==> src/sfc_defs.svh <==
`ifndef SFC_DEFS_SVH
`define SFC_DEFS_SVH
// What this block does
// Watermark hit never stops sample intake
// Push one sample per acquisition period
// Data read returns oldest byte, pops queue
// Host drains FIFO by one burst read
// Policy codes: 00 off, 01 circular, 10 stop
// Circular full: drop oldest, keep newest
// Stop-on-full refuses samples while full
// Flush on disable or standby-to-active
// Writing disabled clears flags and count
// Overrun flag set when count reaches 32
// Watermark flag when count equals watermark
// Watermark zero suppresses watermark flag
// Host disables before changing policy
// Watermark writable in active state
// Policy writable only in standby
// Stall ticks count after overflow, clear on drain
// Run-state bit0 active, bits 7:1 zero
// 32 samples of five bytes, P then T
// Count reads 0 empty, 1..32 stored
// Circular overflow keeps count at 32
// Stall ticks saturate at 255

// Register offsets
`define SFC_ADDR_DATA   8'h0E
`define SFC_ADDR_SETUP  8'h0F
`define SFC_ADDR_STALL  8'h10
`define SFC_ADDR_RUN    8'h11
// Field layout of the setup register
`define SFC_POL_MSB     7
`define SFC_POL_LSB     6
`define SFC_WM_MSB      5
`define SFC_SETUP_RST   8'h00
// Policy codes
`define SFC_POL_OFF     2'h0
`define SFC_POL_CIRC    2'h1
`define SFC_POL_STOP    2'h2
// Geometry
`define SFC_DEPTH       32
`define SFC_FULL        6'h20
`define SFC_SAMPLE_W    40
`define SFC_LAST_BYTE   3'h4
`define SFC_TICK_MAX    8'hFF
`define SFC_BUF_FULL    2'h2
`endif

==> src/sfc_pkg.sv <==
`include "sfc_defs.svh"
package sfc_pkg;
  // Register access strobe group from the serial front end
  typedef struct packed {
    logic [7:0] addr;   // Register offset
    logic       wr;     // One-cycle write strobe
    logic       rd;     // One-cycle read strobe
    logic [7:0] wdata;  // Write data
  } sfc_reg_req_type;

  // Whole state of the controller
  typedef struct packed {
    logic [`SFC_DEPTH-1:0][`SFC_SAMPLE_W-1:0] mem;       // Sample storage
    logic [4:0]                              wr_ptr;    // Next write slot
    logic [4:0]                              rd_ptr;    // Oldest sample
    logic [5:0]                              count;     // Stored samples
    logic [2:0]                              byte_idx;  // Byte within head sample
    logic [1:0]                              policy;    // Overflow policy
    logic [5:0]                              wmark;     // Watermark
    logic                                    ovf;       // Overrun flag
    logic                                    wm_flag;   // Watermark hit
    logic [7:0]                              stall;     // Stall ticks
    logic                                    stall_on;  // Stall counting armed
    logic                                    run;       // Active state copy
    logic [15:0]                             div;       // Period divider
    logic [2:0]                              clk_sync;  // Link clock sampler
    logic [1:0][`SFC_SAMPLE_W-1:0]           dat_sync;  // Sample word sampler
    logic                                    pend;      // Captured sample waiting
    logic [`SFC_SAMPLE_W-1:0]                pend_data; // Captured sample
    logic [1:0][`SFC_SAMPLE_W-1:0]           bdat;      // Two-entry buffer
    logic [1:0]                              bcnt;      // Buffer fill
    logic [7:0]                              rdata;     // Read answer
    logic                                    rvalid;    // Read answer strobe
  } sfc_state_type;
endpackage

==> src/sfc_top.sv <==
`include "sfc_defs.svh"
module sfc_top (
  input  wire logic                    i_sys_clk,
  input  wire logic                    i_reset_n,
  input  wire logic                    i_sample_clk,
  input  wire logic [39:0]             i_sample_data,
  input  wire logic [3:0]              i_acquisition_rate_select,
  input  wire logic                    i_active_mode,
  input  wire sfc_pkg::sfc_reg_req_type i_reg_req,
  output logic [7:0]                   o_reg_rdata,
  output logic                         o_reg_rvalid,
  output logic                         o_overrun_flag,
  output logic                         o_watermark_hit_flag,
  output logic [5:0]                   o_stored_sample_count,
  output logic                         o_system_run_state
);
  import sfc_pkg::*;

  ////////////////////////////////////////////////////////////////////////
  // Decoding helpers

  // Acquisition period in link clock edges, a power of two
  function automatic logic [15:0] period_edges(input logic [3:0] sel);
    period_edges = 16'h0001 << sel;
  endfunction

  // Pick one byte of a sample: pressure high first, temperature low last
  function automatic logic [7:0] sample_byte(input logic [39:0] s, input logic [2:0] i);
    case (i)
      3'h0:    sample_byte = s[39:32];
      3'h1:    sample_byte = s[31:24];
      3'h2:    sample_byte = s[23:16];
      3'h3:    sample_byte = s[15:8];
      3'h4:    sample_byte = s[7:0];
      default: sample_byte = 8'h00;
    endcase
  endfunction

  ////////////////////////////////////////////////////////////////////////
  // Reset release synchroniser

  logic [1:0] rst_sync;  // Release chain
  logic       rst_n;     // Reset used by the design

  // Assert at once, release after two clean edges
  always_ff @(posedge i_sys_clk or negedge i_reset_n) begin
    if (!i_reset_n) begin
      rst_sync <= 2'h0;
    end else begin
      rst_sync <= {rst_sync[0], 1'b1};
    end
  end
  assign rst_n = rst_sync[1];

  ////////////////////////////////////////////////////////////////////////
  // Next-state logic

  sfc_state_type st;        // Current state
  sfc_state_type next_st;   // Next state
  logic          tick;      // One acquisition period elapsed
  logic          enabled;   // Intake allowed
  logic          take_in;   // Captured sample enters buffer
  logic          acc;       // Buffer head offered to storage
  logic          data_rd;   // Read of the data port
  logic          pop;       // Byte taken from the queue
  logic          flush;     // Queue emptied this cycle

  always_comb begin
    next_st = st;
    tick    = 1'b0;
    pop     = 1'b0;
    flush   = 1'b0;
    // Samplers: the first stage is read only by the second
    next_st.clk_sync = {st.clk_sync[1:0], i_sample_clk};
    next_st.dat_sync = {st.dat_sync[0], i_sample_data};
    next_st.run      = i_active_mode;
    next_st.rvalid   = 1'b0;

    // Divide rising link clock edges down to the acquisition rate
    if (st.clk_sync[1] && !st.clk_sync[2]) begin
      if (st.div >= period_edges(i_acquisition_rate_select) - 16'h0001) begin
        next_st.div = 16'h0000;
        tick        = 1'b1;
      end else begin
        next_st.div = st.div + 16'h0001;
      end
    end

    // Stall ticks grow each period once armed and stop at the top
    if (tick && st.stall_on && st.stall != `SFC_TICK_MAX) begin
      next_st.stall = st.stall + 8'h01;  // see
    end

    enabled = st.run && (st.policy == `SFC_POL_CIRC || st.policy == `SFC_POL_STOP);
    data_rd = i_reg_req.rd && i_reg_req.addr == `SFC_ADDR_DATA;
    // Captured sample waits until the buffer has room
    take_in = st.pend && st.bcnt != `SFC_BUF_FULL;
    // Storage is stalled while a data byte is being read
    acc     = st.bcnt != 2'h0 && !data_rd;

    // Buffer drain side
    if (acc) begin
      next_st.bdat[0] = st.bdat[1];
      next_st.bcnt    = st.bcnt - 2'h1;
    end
    // Buffer fill side
    if (take_in) begin
      next_st.bdat[next_st.bcnt[0]] = st.pend_data;
      next_st.bcnt = next_st.bcnt + 2'h1;
      next_st.pend = 1'b0;
    end
    // A new period captures a fresh sample
    if (tick && enabled) begin
      next_st.pend      = 1'b1;
      next_st.pend_data = st.dat_sync[1];
    end

    // Storage intake, never gated by the watermark
    if (acc && enabled) begin
      if (st.count != `SFC_FULL) begin
        next_st.mem[st.wr_ptr] = st.bdat[0];
        next_st.wr_ptr = st.wr_ptr + 5'h01;
        next_st.count  = st.count + 6'h01;
        if (st.count == `SFC_FULL - 6'h01) begin
          next_st.ovf      = 1'b1;
          next_st.stall_on = 1'b1;
        end
      end else if (st.policy == `SFC_POL_CIRC) begin
        // Overwrite the oldest; the count stays at capacity
        next_st.mem[st.wr_ptr] = st.bdat[0];  // see
        next_st.wr_ptr   = st.wr_ptr + 5'h01;
        next_st.rd_ptr   = st.rd_ptr + 5'h01;
        next_st.byte_idx = 3'h0;
        next_st.stall_on = 1'b1;
      end
      // Stop policy at capacity: the sample is refused, see
    end

    // Register reads
    if (data_rd && st.count != 6'h00) begin
      pop = 1'b1;
      next_st.rdata    = sample_byte(st.mem[st.rd_ptr], st.byte_idx);  // see
      next_st.byte_idx = st.byte_idx + 3'h1;
      if (st.byte_idx == `SFC_LAST_BYTE) begin
        next_st.byte_idx = 3'h0;
        next_st.rd_ptr   = st.rd_ptr + 5'h01;
        next_st.count    = st.count - 6'h01;
        if (st.count == 6'h01) begin
          next_st.stall    = 8'h00;
          next_st.stall_on = 1'b0;
        end
      end
    end else begin
      case (i_reg_req.addr)
        `SFC_ADDR_SETUP: next_st.rdata = {st.policy, st.wmark};
        `SFC_ADDR_STALL: next_st.rdata = st.stall;
        `SFC_ADDR_RUN:   next_st.rdata = {7'h00, st.run};
        default:         next_st.rdata = 8'h00;
      endcase
    end
    if (i_reg_req.rd) begin
      next_st.rvalid = 1'b1;
    end

    // Setup writes: watermark any time, policy only in standby
    if (i_reg_req.wr && i_reg_req.addr == `SFC_ADDR_SETUP) begin
      next_st.wmark = i_reg_req.wdata[`SFC_WM_MSB:0];
      // Direct swap between the two live policies is ignored
      if (!st.run && (st.policy == `SFC_POL_OFF ||
          i_reg_req.wdata[`SFC_POL_MSB:`SFC_POL_LSB] == `SFC_POL_OFF)) begin
        next_st.policy = i_reg_req.wdata[`SFC_POL_MSB:`SFC_POL_LSB];  // see see
      end
    end

    // Flush while disabled and on entry to the active state
    flush = next_st.policy == `SFC_POL_OFF || (i_active_mode && !st.run);
    if (flush) begin
      next_st.wr_ptr   = 5'h00;
      next_st.rd_ptr   = 5'h00;
      next_st.count    = 6'h00;
      next_st.byte_idx = 3'h0;
      next_st.ovf      = 1'b0;
      next_st.stall    = 8'h00;
      next_st.stall_on = 1'b0;
      next_st.bcnt     = 2'h0;
      next_st.pend     = 1'b0;
    end

    // Watermark: raised on equality, held while the count stays at or above
    next_st.wm_flag = next_st.wmark != 6'h00 && next_st.count >= next_st.wmark &&
                      (st.wm_flag || next_st.count == next_st.wmark);  // see
  end

  ////////////////////////////////////////////////////////////////////////
  // State register

  // Whole state clears at reset, storage included, at the cost of a wide reset
  always_ff @(posedge i_sys_clk or negedge rst_n) begin
    if (!rst_n) begin
      st <= '0;
    end else begin
      st <= next_st;
    end
  end

  // Outputs come straight from the state register
  assign o_reg_rdata           = st.rdata;
  assign o_reg_rvalid          = st.rvalid;
  assign o_overrun_flag        = st.ovf;
  assign o_watermark_hit_flag  = st.wm_flag;
  assign o_stored_sample_count = st.count;
  assign o_system_run_state    = st.run;
endmodule

==> config.mk <==
export PLATFORM = sky130hd
export DESIGN_NAME = sfc_top
export DESIGN_NICKNAME = d
export VERILOG_FILES = /design/src/sfc_pkg.sv /design/src/sfc_top.sv
export VERILOG_INCLUDE_DIRS = /design/src /design/src/src
export SDC_FILE = /design/constraint.sdc
export NUM_CORES = 2
export LEC_CHECK = 0
export ABC_AREA = 0
export BUFFER_PORTS_ARGS = -buffer_cell sky130_fd_sc_hd__buf_4
export CORE_MARGIN = 2
export CORE_UTILIZATION = 45
export DETAILED_ROUTE_END_ITERATION = 16
export PLACE_DENSITY = 0.63
export SETUP_SLACK_MARGIN = 0.4
export SYNTH_ARGS = -nofsm -noshare
export SYNTH_HDL_FRONTEND = slang
export SYNTH_SLANG_ARGS = --single-unit
==> constraint.sdc <==
create_clock -name i_sys_clk -period 48.5 [get_ports i_sys_clk]
set_input_delay 9.7 -clock i_sys_clk [delete_from_list [all_inputs] [get_ports i_sys_clk]]
set_output_delay 9.7 -clock i_sys_clk [all_outputs]
set_load 0.01 [all_outputs]
# --- Word-level counts from Yosys, hierarchy flattened ---
# Cells that the tools add are included.
totals:
  word_cells: 179
  inputBits: 66
  register_bits: 1552
  output_inout_bits: 18
op_classes:
  addsub: 10
  n_mux: 46
  reduce_logical: 43
  n_lt_le_gt_ge: 7
  eq_ne: 17
  shift: 1
ops:
  columns: ["cell", "n"]
  rows:
  - ["1290-bit 2-to-1 mux", 1]
  - ["1285-bit 2-to-1 mux", 1]
  - ["1280-bit bitwise mux", 1]
  - ["40-bit binary-select mux with 5-bit select", 1]
  - ["40-bit demux with 5-bit select", 1]
  - ["40-bit 2-to-1 mux", 3]
  - ["42-bit 2-to-1 mux", 2]
  - ["80-bit bitwise mux", 1]
  - ["41-bit 2-to-1 mux", 1]
  - ["40-bit demux with 1-bit select", 1]
  - ["8-bit one-hot mux with 5 select lines", 1]
  - ["19-bit 2-to-1 mux", 2]
  - ["9-bit 2-to-1 mux", 4]
  - ["14-bit 2-to-1 mux", 2]
  - ["8-bit 2-to-1 mux", 3]
  - ["8-bit one-hot mux with 3 select lines", 1]
  - ["1-bit logical AND", 17]
  - ["16-bit by 1-bit adder with 16-bit output (second input constant)", 1]
  - ["8-bit by 4-bit == test with 1-bit output (second input constant)", 2]
  - ["8-bit by 5-bit == test with 1-bit output (second input constant)", 2]
  - ["16-bit >= comparator", 1]
  - ["16-bit 2-to-1 mux", 1]
  - ["1-bit by 4-bit << shifter with 16-bit output (first input constant)", 1]
  - ["16-bit by 1-bit subtractor with 16-bit output (second input constant)", 1]
  - ["38 further kinds", 72]

# --- Longest topological paths before layout ---
logic_depth:
  ltp_word: 14
  depth_mapped: 18
  depth_no_buf: 17

# --- Least setup slack after synthesis ---
# Ideal clock, no wire load.
synth_path:
  kind: "input -> register"
  from: "input port i_acquisition_rate_select[3]"
  to: "register st[121] (netlist name)"
  t_arrival_ns: 12.826
  t_required_ns: 48.372
  setup_time_ns: 0.128
  cell_stages: 16
  slack_ns: 35.547
  path_buffers: 3
  cell_sequence: "clkbuf_1 > nor2_1 > nand2_1 > ha_1 > clkbuf_1 > nor4_1 > a31oi_1 > o22a_1 > ha_1 > nand4_1 > nor4_1 > o21ai_1 > a21oi_2 > nand3_1 > buf_2 > mux2_1"
synth_via:
  elab_chain_cells: 6
synth_lines:
  columns: ["item", "line", "text"]
  rows:
  - ["start: declaration", "sfc_top.sv:7", "input wire logic [3:0] i_acquisition_rate_select,"]
  - ["1-bit by 4-bit << shifter with 16-bit output", "sfc_top.sv:24", "period_edges = 16'h0001 << sel;"]
  - ["16-bit by 1-bit subtractor with 16-bit output", "sfc_top.sv:81", "if (st.div >= period_edges(i_acquisition_rate_select) - 16'h0001) begin"]
  - ["16-bit >= comparator", "sfc_top.sv:81", null]
  - ["1-bit 2-to-1 mux", "sfc_top.sv:81", null]
  - ["1-bit 2-to-1 mux", "sfc_top.sv:80", "if (st.clk_sync[1] && !st.clk_sync[2]) begin"]
  - ["1-bit logical AND", "sfc_top.sv:113", "if (tick && enabled) begin"]
  - ["end signal: assignment", "sfc_top.sv:202", "st <= next_st;"]
  - ["end: declaration", "sfc_top.sv:58", "sfc_state_type st;"]
# No other way between the ends.
# A chain may end at the register's enable or synchronous reset.

# --- Final worst setup path ---
layout_path:
  from: "input port i_acquisition_rate_select[3]"
  to: "register st[115] (netlist name)"
# The elaborated chain is that of the path after synthesis.

==> flow_summary.json <==
{
  "status": "finished clean",
  "drv_cap": 0,
  "track_usage_pct": 23.4,
  "h-tree-depth": 4,
  "worstSetupStartpointType": "primary input",
  "cellLeakagePower_nw": 37.6,
  "synth-edff-count": 0,
  "cpPeakStageDelay_ps": 660,
  "grt_pass1_vias": 40200,
  "core_sq_um": 154000,
  "multi_input_area_sq_um": 28700,
  "dp_hpwl_um": 99100,
  "synth_area_sq_um": 69400,
  "cts_root_buf": "clkbuf_16",
  "cts_resized": 0,
  "layout_worst_path_cycle_share_pct": 27.1,
  "antenna_found_initial": 6,
  "wire_per_inst_um": 27.5,
  "start_util_pct": 45.2,
  "synth.distinct_cells": 67,
  "drive_gt1_share_pct": 37.5,
  "vdd_ir_drop_max_mv": 0.0357,
  "worstPathRequired_ps": 49160,
  "cts_buffers": 167,
  "post-cts-setup-buffer-count": 0,
  "gp_congestion": 0.804,
  "p_clk_share_pct": 48.2,
  "path_delay_family": "simple AND/OR/NAND/NOR gates",
  "tightest_slew_ps": 1360,
  "drtPass1Iterations": 5,
  "portBuffers": 83,
  "routed.top_layer": "met5",
  "dieHeight_um": 397,
  "final_area_sq_um": 77100,
  "grt_pass1_wl_um": 272000,
  "dieArea_sq_um": 157000,
  "async_reset_ff_share_pct": 100,
  "max_freq_mhz": 76.0,
  "grt_remaining_overflow": 0,
  "seq_area_sq_um": 38900,
  "totalWireLength_um": 181000,
  "wl_met1_um": 82900,
  "met2WireLength_um": 85600,
  "hold_viol_final": 0,
  "pwr-share-seq_pct": 49.8,
  "clockBufferDepth": 3,
  "area_delta_synth_final_pct": 11.1,
  "synth_area_per_cell_sq_um": 15.5,
  "wl_met3_um": 8200,
  "route.detailed.drc": 0,
  "power.switching_w": 0.000570,
  "die_w_um": 397,
  "synthCells": 4482,
  "tns_ps": 0,
  "detail-route-antenna-nets": 0,
  "power.internal_w": 0.00208,
  "switching_share_pct": 21.5,
  "finalClockSkew_ps": 26.4,
  "yosys_most_used_dff": "dfrtp_1",
  "final_nets": 4515,
  "worstSetupPathType": "in2reg",
  "cts_tree": "done",
  "cp_num_buf_inv": 2,
  "hp-class": "reg2reg",
  "cp_max_fo": 41,
  "worst_path_max_delay_cell": "nand3_4",
  "clkSinkCount": 1552,
  "cts_hold_buf": 0,
  "power.combinational.fraction_pct": 2.0,
  "period_needed_ps": 13160,
  "yosys_warnings": 0,
  "num_rows": 144,
  "slew-limit-headroom_pct": 8.22,
  "place_area_sq_um": 71500,
  "clkLatencyLatePin_ps": 800,
  "power.density_nw_per_um2": 34.4,
  "grt_max_degree": 167,
  "yosysSeqAreaShare_pct": 56.0,
  "rsz0062_at_grt": "no",
  "num_vias": 38800,
  "setup_violations": 0,
  "fillers": 13000,
  "drt-initial-drc-count": 2784,
  "synth-seq-cells": 1552,
  "worstPathCellList": "buf_4 > nor2_1 > nand2_1 > ha_1 > nor4_1 > a31oi_1 > o22a_1 > ha_1 > nand4_1 > nor4_1 > o21ai_1 > a21oi_2 > buf_4 > nand3_4 > mux2_1",
  "drv_slew": 0,
  "io_pins": 84,
  "end_kind": "register",
  "clk_pin_slew_worst_paths_ps": 60,
  "viasPerCell": 5.89,
  "worst_ep_arrival_time_ps": 13820
}
-- routing by layer --
metal	up-vias	track usage (%)
met5	-	0
met4	2	6.41
met3	281	3.52
met2	863	37.2
met1	21300	33.7
li1	16400	-
-- worst register-to-register path: stages (launching register included) --
cell	delay, ps
dfrtp_4	870
buf_12	620
buf_4	660
buf_4	700
buf_4	680
mux4_2	620
mux4_2	550
nand3_1	130
nand3_1	330
o21ai_1	370
o21ai_1	160
-- power by group through the flow --
stage          Combinational (W)  Clock (W)  Sequential, W
2_1_floorplan          0.0000213          0        0.00136
3_3_place_gp           0.0000555          0        0.00134
3_5_place_dp           0.0000563          0        0.00134
4_1_cts                0.0000566    0.00131        0.00132
5_1_grt                0.0000636    0.00136        0.00132
6_report               0.0000544    0.00128        0.00132
-- flip-flops by register name, indices dropped and copies added (netlist names) --
name and count:
rst_sync 2, o_reg_rvalid 1, o_watermark_hit_flag 1, o_system_run_state 1, st 1490, next_st 42, o_stored_sample_count 6, o_reg_rdata 8
o_overrun_flag 1
-- through the flow --
stage	total power [W]	cells	worst slack (ps)	hold slack, ps	utilization (%)
floorplan	0.00138	4483	2030	331	-
global placement	0.00140	6280	34410	333	46.6
detailed placement	0.00140	6280	34520	335	46.6
CTS	0.00268	6580	35360	345	50.2
global route	0.00275	6580	35010	352	50.2
finish	0.00265	6582	35340	341	50.2
-- kinds of logic (layout without fill, tap and decap cells) --
group	Yosys count	in the layout	synth area share [%]
muxes	1842	1842	35.3
DFF	1552	1552	56.0
buffers and inverters	440	493	3.06
and+or+nand+nor	337	337	2.26
AOI/OAI and AO/OA	239	239	2.26
adders and majority gates	44	44	0.794
xor gates and xnor gates	27	27	0.341
other	1	4	0.00541
-- placed cells by master (no fill, tap or decap), types with 11 or more instances in the layout --
master / netlist / routed
o211ai_1: 11 / 11
and3_1: 12 / 12
nand3_1: 33 / 32
clkbuf_16: 0 / 171
inv_1: 29 / 29
o21ai_0: 17 / 17
xnor2_1: 13 / 13
mux4_2: 346 / 346
ha_1: 44 / 43
a22oi_1: 34 / 34
a21oi_1: 83 / 83
o21ai_1: 14 / 14
mux2i_1: 129 / 129
clkbuf_8: 0 / 45
nor3_1: 12 / 12
nor2b_1: 15 / 14
buf_4: 45 / 156
dfrtp_1: 1552 / 1546
clkbuf_1: 173 / 56
nand4_1: 16 / 16
a221oi_1: 13 / 13
mux2_1: 472 / 472
mux2_2: 895 / 895
nor2_1: 109 / 107
nand2_1: 98 / 65
xor2_1: 14 / 14
nand2_4: 0 / 33
-- cells in the mapped netlist (all sizes together), types with 15 or more instances --
| library cell | n | area (sq um) |
|---|---|---|
| a21oi | 84 | 424 |
| a22oi | 34 | 255 |
| buf | 237 | 1360 |
| clkbuf | 173 | 649 |
| dfrtp | 1552 | 38800 |
| ha | 44 | 551 |
| inv | 29 | 109 |
| mux2 | 1367 | 15400 |
| mux2i | 129 | 1290 |
| mux4 | 346 | 7790 |
| nand2 | 98 | 368 |
| nand3 | 34 | 175 |
| nand4 | 16 | 100 |
| nor2 | 110 | 420 |
| nor2b | 15 | 93.8 |
| o21ai | 32 | 164 |
-- area by class of cell --
type	instances	area share [%]
flip-flops and latches	1552	50.4
multi-input cells	2491	37.3
clock buffers	272	6.63
well taps	2044	3.32
repair buffers	163	1.70
clock inverters	28	0.518
inverters	30	0.146
diodes	2	0.00649
-- final timing paths --
| check | from | endpoint | slack, ps | cells after the start |
|---|---|---|---|---|
| worst max-delay path | i_acquisition_rate_select[3] | st[115] | 35340 | 15 |
| worst min-delay path | next_st[174] | st[174] | 340 | 0 |
| worst max register to register | st[260] | o_reg_rdata[2] | 42660 | 10 |
| worst min register to register | next_st[174] | st[174] | 340 | 0 |
| max in group asynchronous | i_reset_n | rst_sync[1] | 39720 | 1 |
| min in group asynchronous | rst_sync[1] | next_st[198] | 390 | 0 |
Power figures use the tool's default switching activity.
